[src/pec_consts.svh]
// Offsets, field positions, reset values and timing counts of the counter
`ifndef PEC_CONSTS_SVH
`define PEC_CONSTS_SVH

// ****************************************************************
// Configuration field layout
// ****************************************************************
`define PEC_CFG_WIDTH        8
`define PEC_CFG_PS_LSB       0
`define PEC_CFG_PS_MSB       2
`define PEC_CFG_ASSIGN_BIT   3
`define PEC_CFG_EDGE_BIT     4
`define PEC_CFG_SRC_BIT      5
`define PEC_CFG_RESET        8'hff

// ****************************************************************
// Counter and divider
// ****************************************************************
`define PEC_CNT_WIDTH        8
`define PEC_CNT_RESET        8'h00
`define PEC_CNT_MAX          8'hff
`define PEC_DIV_WIDTH        8

// ****************************************************************
// Timing
// ****************************************************************
`define PEC_CLK_PERIOD_NS    100
`define PEC_TOSC_NS          100
`define PEC_QPHASES          4
`define PEC_SAMPLE_PH_A      2'h1
`define PEC_SAMPLE_PH_B      2'h3
`define PEC_INHIBIT_CYC      2
`define PEC_DELAY_CLKS       2
`define PEC_LAT_MIN_TOSC     3
`define PEC_LAT_MAX_TOSC     7
`define PEC_LAT_MIN_CLKS \
  ((`PEC_LAT_MIN_TOSC * `PEC_TOSC_NS + `PEC_CLK_PERIOD_NS - 1) \
   / `PEC_CLK_PERIOD_NS)
`define PEC_LAT_MAX_CLKS \
  ((`PEC_LAT_MAX_TOSC * `PEC_TOSC_NS) / `PEC_CLK_PERIOD_NS)

`endif

[src/pec_pkg.sv]
// Types shared by the counter and its divider
package pec_pkg;

  typedef enum logic {
    PEC_SRC_INT = 1'b0,
    PEC_SRC_EXT = 1'b1
  } pec_src_e;

  typedef enum logic {
    PEC_EDGE_RISE = 1'b0,
    PEC_EDGE_FALL = 1'b1
  } pec_edge_e;

  typedef logic [7:0] pec_byte_t;
  typedef logic [2:0] pec_ratio_t;

endpackage

[src/pec_div_if.sv]
// Carrier between the counter core and its divider
`timescale 1ns/1ns
interface pec_div_if;
  logic                srcLevel;
  logic                clear;
  logic                assigned;
  pec_pkg::pec_ratio_t ratio;
  logic                divOut;

  modport core (output srcLevel, output clear, output assigned,
                output ratio, input divOut);
  modport div  (input srcLevel, input clear, input assigned,
                input ratio, output divOut);
endinterface

[src/pec_counter.sv]
// Free running event counter with prescaler and edge synchroniser
`timescale 1ns/1ns
`include "pec_consts.svh"
module pec_counter #(
  parameter int CNT_WIDTH   = `PEC_CNT_WIDTH,
  parameter int DELAY_CLKS  = `PEC_DELAY_CLKS,
  parameter int INHIBIT_CYC = `PEC_INHIBIT_CYC
) (
  // Clock and reset
  input  wire logic                  clk,
  input  wire logic                  rst_b,
  // Counter as file register
  input  wire logic                  cntWrite,
  input  wire logic [CNT_WIDTH-1:0]  cntWdata,
  output logic      [CNT_WIDTH-1:0]  cntRdata,
  // Configuration load
  input  wire logic                  cfgWrite,
  input  wire pec_pkg::pec_byte_t    cfgWdata,
  output pec_pkg::pec_byte_t         cfgRdata,
  // External count pin
  input  wire logic                  countPin,
  // Instruction rate clock
  output logic                       instrClockOut
);

  // ****************************************************************
  // Declarations
  // ****************************************************************
  localparam logic [3:0] INHIBIT_CLKS =
    4'(INHIBIT_CYC * `PEC_QPHASES);
  localparam int LAT_LO = `PEC_LAT_MIN_CLKS;
  localparam int LAT_HI = `PEC_LAT_MAX_CLKS;

  pec_div_if dvIf ();

  pec_pkg::pec_byte_t     cfg;
  pec_pkg::pec_src_e      srcSel;
  pec_pkg::pec_edge_e     edgeSel;
  logic                   assigned;
  logic [1:0]             qPhase;
  logic [1:0]             next_qPhase;
  logic                   instrLevel;
  logic                   srcLevel;
  logic                   sampleTick;
  logic                   lastSample;
  logic                   syncPulse;
  logic [DELAY_CLKS-1:0]  delayLine;
  logic                   incPulse;
  logic [3:0]             inhibit;
  logic                   incApplied;
  logic [CNT_WIDTH-1:0]   count;

  // ****************************************************************
  // Configuration register
  // ****************************************************************
  always_ff @(posedge clk or negedge rst_b) begin
    if (!rst_b) begin
      cfg <= `PEC_CFG_RESET;
    end else if (cfgWrite) begin
      cfg <= cfgWdata;
    end
  end

  assign cfgRdata = cfg;
  assign srcSel   = pec_pkg::pec_src_e'(cfg[`PEC_CFG_SRC_BIT]);
  assign edgeSel  = pec_pkg::pec_edge_e'(cfg[`PEC_CFG_EDGE_BIT]);
  // Assign bit low places the divider in front of the counter
  assign assigned = ~cfg[`PEC_CFG_ASSIGN_BIT];

  // ****************************************************************
  // Instruction clock phases
  // ****************************************************************
  assign next_qPhase = qPhase + 2'h1;
  assign instrLevel  = qPhase[1];

  always_ff @(posedge clk or negedge rst_b) begin
    if (!rst_b) begin
      qPhase <= 2'h0;
    end else begin
      qPhase <= next_qPhase;
    end
  end

  // Registered so the pin output is glitch free
  always_ff @(posedge clk or negedge rst_b) begin
    if (!rst_b) begin
      instrClockOut <= 1'b0;
    end else begin
      instrClockOut <= next_qPhase[1];
    end
  end

  // ****************************************************************
  // Count source selection
  // ****************************************************************
  // Falling-edge mode inverts the pin so everything downstream
  // only ever looks for rising edges
  always_comb begin
    if (srcSel == pec_pkg::PEC_SRC_EXT) begin
      srcLevel = countPin ^ (edgeSel == pec_pkg::PEC_EDGE_FALL);
    end else begin
      srcLevel = instrLevel;
    end
  end

  // ****************************************************************
  // Divider
  // ****************************************************************
  assign dvIf.srcLevel = srcLevel;
  assign dvIf.clear    = cntWrite & assigned;
  assign dvIf.assigned = assigned;
  assign dvIf.ratio    = cfg[`PEC_CFG_PS_MSB:`PEC_CFG_PS_LSB];

  pec_divider #(
    .DIV_WIDTH (`PEC_DIV_WIDTH)
  ) u_divider (
    .clk   (clk),
    .rst_b (rst_b),
    .dv    (dvIf.div)
  );

  // ****************************************************************
  // Synchroniser: two samples per instruction cycle
  // ****************************************************************
  // Pulses shorter than two oscillator periods can fall between
  // samples and be lost; the source must respect that
  assign sampleTick = (qPhase == `PEC_SAMPLE_PH_A) ||
                      (qPhase == `PEC_SAMPLE_PH_B);

  always_ff @(posedge clk or negedge rst_b) begin
    if (!rst_b) begin
      // Starts high: a source resting high after reset is no edge
      lastSample <= 1'b1;
      syncPulse  <= 1'b0;
    end else if (sampleTick) begin
      lastSample <= dvIf.divOut;
      syncPulse  <= dvIf.divOut & ~lastSample;
    end else begin
      syncPulse  <= 1'b0;
    end
  end

  // ****************************************************************
  // Increment delay and write hold-off
  // ****************************************************************
  // A write flushes pulses in flight: they belong to the old value
  always_ff @(posedge clk or negedge rst_b) begin
    if (!rst_b) begin
      delayLine <= '0;
    end else if (cntWrite) begin
      delayLine <= '0;
    end else begin
      delayLine <= {delayLine[DELAY_CLKS-2:0], syncPulse};
    end
  end

  assign incPulse = delayLine[DELAY_CLKS-1];

  always_ff @(posedge clk or negedge rst_b) begin
    if (!rst_b) begin
      inhibit <= 4'h0;
    end else if (cntWrite) begin
      inhibit <= INHIBIT_CLKS;
    end else if (inhibit != 4'h0) begin
      inhibit <= inhibit - 4'h1;
    end
  end

  assign incApplied = incPulse && (inhibit == 4'h0) && !cntWrite;

  // ****************************************************************
  // Counter
  // ****************************************************************
  always_ff @(posedge clk or negedge rst_b) begin
    if (!rst_b) begin
      count <= `PEC_CNT_RESET;
    end else if (cntWrite) begin
      count <= cntWdata;
    end else if (incApplied) begin
      count <= count + 1'b1;
    end
  end

  assign cntRdata = count;
endmodule

[src/pec_divider.sv]
// Ripple-style prescale divider placed in front of the counter
`timescale 1ns/1ns
`include "pec_consts.svh"
module pec_divider #(
  parameter int DIV_WIDTH = `PEC_DIV_WIDTH
) (
  // Clock and reset
  input wire logic clk,
  input wire logic rst_b,
  // Core side
  pec_div_if.div   dv
);

  logic [DIV_WIDTH-1:0] divCount;
  logic                 prevSrc;
  logic                 srcRise;

  assign srcRise = dv.srcLevel & ~prevSrc;

  always_ff @(posedge clk or negedge rst_b) begin
    if (!rst_b) begin
      // High so a source resting high after reset is not a rise
      prevSrc <= 1'b1;
    end else begin
      prevSrc <= dv.srcLevel;
    end
  end

  // Each bit toggles at half the rate of the one below: square output
  always_ff @(posedge clk or negedge rst_b) begin
    if (!rst_b) begin
      divCount <= '0;
    end else if (dv.clear) begin
      divCount <= '0;
    end else if (srcRise) begin
      divCount <= divCount + 1'b1;
    end
  end

  // Ratio field n gives divide by 2^(n+1); unassigned passes through
  always_comb begin
    if (dv.assigned) begin
      dv.divOut = divCount[dv.ratio];
    end else begin
      dv.divOut = dv.srcLevel;
    end
  end
endmodule

[config.mk]
export PLATFORM = sky130hd
export DESIGN_NAME = pec_counter
export DESIGN_NICKNAME = d
export VERILOG_FILES = /design/src/pec_pkg.sv /design/src/pec_div_if.sv /design/src/pec_counter.sv /design/src/pec_divider.sv
export VERILOG_INCLUDE_DIRS = /design/src
export SDC_FILE = /design/constraint.sdc
export NUM_CORES = 1
export LEC_CHECK = 0
export BUFFER_PORTS_ARGS = -buffer_cell sky130_fd_sc_hd__buf_4
export CORE_ASPECT_RATIO = 1.5
export CORE_MARGIN = 2
export CORE_UTILIZATION = 45
export CTS_CLUSTER_DIAMETER = 60
export DETAILED_ROUTE_END_ITERATION = 10
export GPL_TIMING_DRIVEN = 0
export HOLD_SLACK_MARGIN = 0.08
export PLACE_DENSITY = 0.71
export SETUP_SLACK_MARGIN = 0.02
export SLEW_MARGIN = 20
export SYNTH_ARGS = -nofsm -noshare
export SYNTH_HDL_FRONTEND = slang
export SYNTH_SLANG_ARGS = --single-unit
[constraint.sdc]
create_clock -name clk -period 1.5 [get_ports clk]
set_input_delay 0.3 -clock clk [delete_from_list [all_inputs] [get_ports clk]]
set_output_delay 0.3 -clock clk [all_outputs]
set_load 0.02 [all_outputs]
# Yosys cells after proc, flatten, opt, wreduce, memory -nomap -nowiden
# Cells that the tools add are included.
# word_totals
ff_bits	36
wordCells	45
in_bits	21
output_inout_bits	17
# op_classes
addsub	4
eq_ne	2
bitwise	7
reduce_logical	9
order_cmp	1
mux	12
# op_table
op	count
8-bit 2-to-1 mux	4
8-bit by 1-bit adder with 8-bit output (second input constant)	2
4-bit 2-to-1 mux	2
2-bit nonzero test	3
4-bit zero test	1
3-bit by 4-bit < comparator with 1-bit output (second input constant)	1
1-bit 2-to-1 mux	4
4-bit nonzero test	1
4-bit by 1-bit subtractor with 4-bit output (second input constant)	1
1-bit AND	3
1-bit binary-select mux with 3-bit select	1
1-bit NOT	3
2-bit by 1-bit adder with 2-bit output (second input constant)	1
2-bit by 1-bit == test with 1-bit output (second input constant)	1
2-bit == test (second input constant)	1
1-bit logical AND	2
2-bit 2-to-1 mux	1
1-bit zero test	1
1-bit logical OR	1
1-bit bitwise XOR	1

# Depth between registers and ports, before layout
# depth
word_depth	5
depth_mapped	7
mapped_depth_nobuf	6

# Modules after synthesis
# A second synthesis with hierarchy kept.
# unflattened
hier_cells	161
area_unflattened_um2	1740.4
# by_module_without_submodules
module	n_inst	area_each_um2	cells_per_inst	seq_area_each_um2
pec_counter	1	1229.9	112	661.9
pec_divider	1	510.5	49	226.5

# Least setup slack after synthesis
# No wires, ideal clock.
# synth_path
path_kind	register to register
start	reg cfg[4] (netlist: cfgRdata[4])
end	reg u_divider.divCount[7]
path_stages_with_launch	5
path_buffers	0
arrival_time_ps	1598
setup_slack_ps	-226
setup_ps	128
period_less_slack_ps	1726
required_ps	1372
cell_sequence	dfstp_2 xnor2_2 a21o_2 nor4_1 mux2_1
# synth_between
elab_chain_cells	4
# synth_rtl
element	line_no	text
from (decl)	pec_counter.sv:36	pec_pkg::pec_byte_t cfg;
from (signal assigned)	pec_counter.sv:58	cfg <= `PEC_CFG_RESET;
from (signal assigned)	pec_counter.sv:60	cfg <= cfgWdata;
1-bit bitwise XOR	pec_counter.sv:100	srcLevel = countPin ^ (edgeSel == pec_pkg::PEC_EDGE_FALL);
1-bit 2-to-1 mux	pec_counter.sv:99	if (srcSel == pec_pkg::PEC_SRC_EXT) begin
1-bit AND	pec_divider.sv:18	assign srcRise = dv.srcLevel & ~prevSrc;
2-bit nonzero test (no line)	-	
to (signal assigned)	pec_divider.sv:36	divCount <= divCount + 1'b1;
to (decl)	pec_divider.sv:14	logic [DIV_WIDTH-1:0] divCount;
# No other way between the ends.
# A chain may end at the register's enable or synchronous reset.

# Worst setup path after layout
# layout_path
start	reg cfg[4] (netlist: cfgRdata[4])
end	reg u_divider.divCount[6]
# Same word-level chain as after synthesis.

==> results.cfg <==
[sta]
fin_ws_ns = -0.0844
clock_skew_ns = 0.00427
hold_viol = 0
relSlewSlack_pct = 68.1
clock.fmax_ghz = 0.631
maxSlewViolCount = 0
rsz0062_at_grt = true
min_period_ns = 1.58
finalCritPeriodShare_pct = 106
tightest_slew_ns = 0.478
setup_viol = 4

[placed_design]
numPortBuffers = 36
placed_area_um2 = 2130
dp_hpwl_um = 2750
place_congestion = 0.902

[floorplanning]
die_area_um2 = 4470
num_rows = 28
core_um2 = 3850
start_util_pct = 46.0
die_w_um = 55.3
ios = 38
die_h_um = 80.9

[logic_synthesis]
synth_edf_count = 0
yosysUniqueCellTypes = 41
synth-seq-cells = 35
synth-warning-count = 0
synth_area_um2 = 1770
ys.flop_type = dfrtp_1
avgSynthCellArea_um2 = 11.0
seq_area_frac_synth_pct = 50.1
synthCells = 162
synth_nets = 188
synth-async-reset-ratio_pct = 100

[outcome]
violations = setup timing
outcome = finished with violations

[routing]
drc = 0
wl_per_cell_um = 15.5
drt_iter0_drc = 31
routed_via_density = 5.49
via_count = 1455
wl_um = 4110
met3WireLength_um = 199
final_antenna_net_count = 0
top_layer = met4
wl_met1_um = 1550
first_pass_iters = 4
wl_met2_um = 2280

[final_layout]
design_area_um2 = 2450
num_antenna_cells = 0
nets = 245
mostFrequentLayoutCells = buf_4 (46), dfrtp_1 (23), nand2_1 (15)
syn_to_final_growth_pct = 38.3
drive_above_1_share_pct = 45.5
mostFrequentLayoutCell = buf_4

[clock_tree]
cts.path.max_buffers = 2
cts_tree = yes
cts_inserted_buffers = 5
insertion_delay_ns = 0.29
root_buffer = clkbuf_8
cts_max_level = 2
clkTransAtPathRegs_ns = 0.07
clock_sinks = 35

[setup_path]
required_ns = 1.68
path_class = reg2reg
arrival_ns = 1.76
cp-end-kind = register
crit_path_start_kind = register
path_max_fanout = 4

[power_and_ir_drop]
ir_drop_uv = 877
p_leak_nw = 1.08
power-per-cell-area_nw_per_um2 = 1140
p_total_w = 0.00281

[grt]
grt_pass1_vias = 1550
grt_pass1_wl_um = 6840
track_usage_pct = 19.9
overflow = 0
antenna_found_initial = 0
grt_max_degree = 36

[min_path]
hold_class = in2reg

[flow_run]
maxCapViolations = 0
## cells in the mapped netlist (all sizes together) (4+ instances only)
cell,instances,area share [%]
a211oi,4,2.0
clkbuf,4,0.85
dfrtp,25,35
dfstp,10,15
ha,5,3.5
inv,10,2.1
mux2,10,6.6
mux2i,4,2.3
nand2,15,3.2
nand4,6,2.1
nor2,11,2.8
nor2b,5,1.8
o21ai,10,2.8
xnor2,6,3.4
xor2,6,3.0
## per-layer routing
metal | track usage [%] | vias up
li1 | - | 682
met1 | 19.6 | 724
met2 | 38.6 | 42
met3 | 4.78 | 7
met4 | 9.51 | 0
met5 | 0 | -
## sequential cells by signal, indices dropped and copies added (netlist names), 2 cells and up
register,flops
delayLine,2
cntRdata,8
u_divider.divCount,8
cfgRdata,8
inhibit,4
## stage by stage
| step | hold slack [ns] | setup TNS [ns] | utilization (%) | worst slack (ns) | cells |
|---|---|---|---|---|---|
| after global routing | 0.185 | -0.928 | 63.7 | -0.156 | 265 |
| after global placement | 0.267 | -0.757 | 55.2 | -0.169 | 243 |
| after detailed placement | 0.281 | -1.43 | 55.2 | -0.210 | 243 |
| after CTS | 0.189 | -0.0969 | 61.4 | -0.0551 | 262 |
| final | 0.194 | -0.233 | 63.7 | -0.0844 | 265 |
| after floorplan | 0.00441 | -0.346 | - | -0.164 | 162 |
## critical path, stage by stage (launching register included)
cell,delay [ns]
dfstp_2,0.58
xnor2_4,0.10
a2111oi_4,0.38
nand3_2,0.12
mux2_4,0.30
## logic make-up (layout without fill, tap and decap cells)
family / count (synthesis) / in the layout / share of synthesized area (%)
compound gates: 26 / 26 / 11.1
xor+xnor: 12 / 12 / 6.35
fa+ha+maj: 5 / 5 / 3.53
buf+inv: 16 / 74 / 3.53
flops: 35 / 35 / 50.1
mux: 14 / 14 / 8.82
simple gates: 54 / 54 / 16.6
## final timing paths
path	start	to	slack [ns]	cells after the start
worst min register to register	qPhase[0]	qPhase[0]	0.45	1
worst max-delay path	cfgRdata[4]	u_divider.divCount[6]	-0.08	4
max in group asynchronous	rst_b	cfgRdata[5]	0.66	2
min in group asynchronous	rst_b	inhibit[3]	0.50	2
worst max register to register	cfgRdata[4]	u_divider.divCount[6]	-0.08	4
worst min-delay path	cntWrite	delayLine[1]	0.19	2
## timing repair
item / 4_1_cts / 5_1_grt
pin swaps: 6 / 11
buffers inserted: 10 / 3
endpoints found under the hold margin: 25 / 0
hold buffers: 1 / 0
gates resized for setup: 20 / 18
setup endpoints to repair: 15 / 21
## report_power, final
part           switching, W  internal (W)  total [W]
logic              0.000390      0.000476   0.000866
clock network      0.000322      0.000325   0.000648
registers          0.000191       0.00110    0.00129
total              0.000903       0.00190    0.00281
## cell type report
cell class	instances	area, um^2
plain buffers	6	33.8
clock buffers	7	76.3
clock inverters	1	5.00
fillers	324	1400
inverters	10	37.5
multi-input cells	111	961
flip-flops and latches	35	891
well taps	45	56.3
repair buffers	50	393
Power figures use the tool's default switching activity.
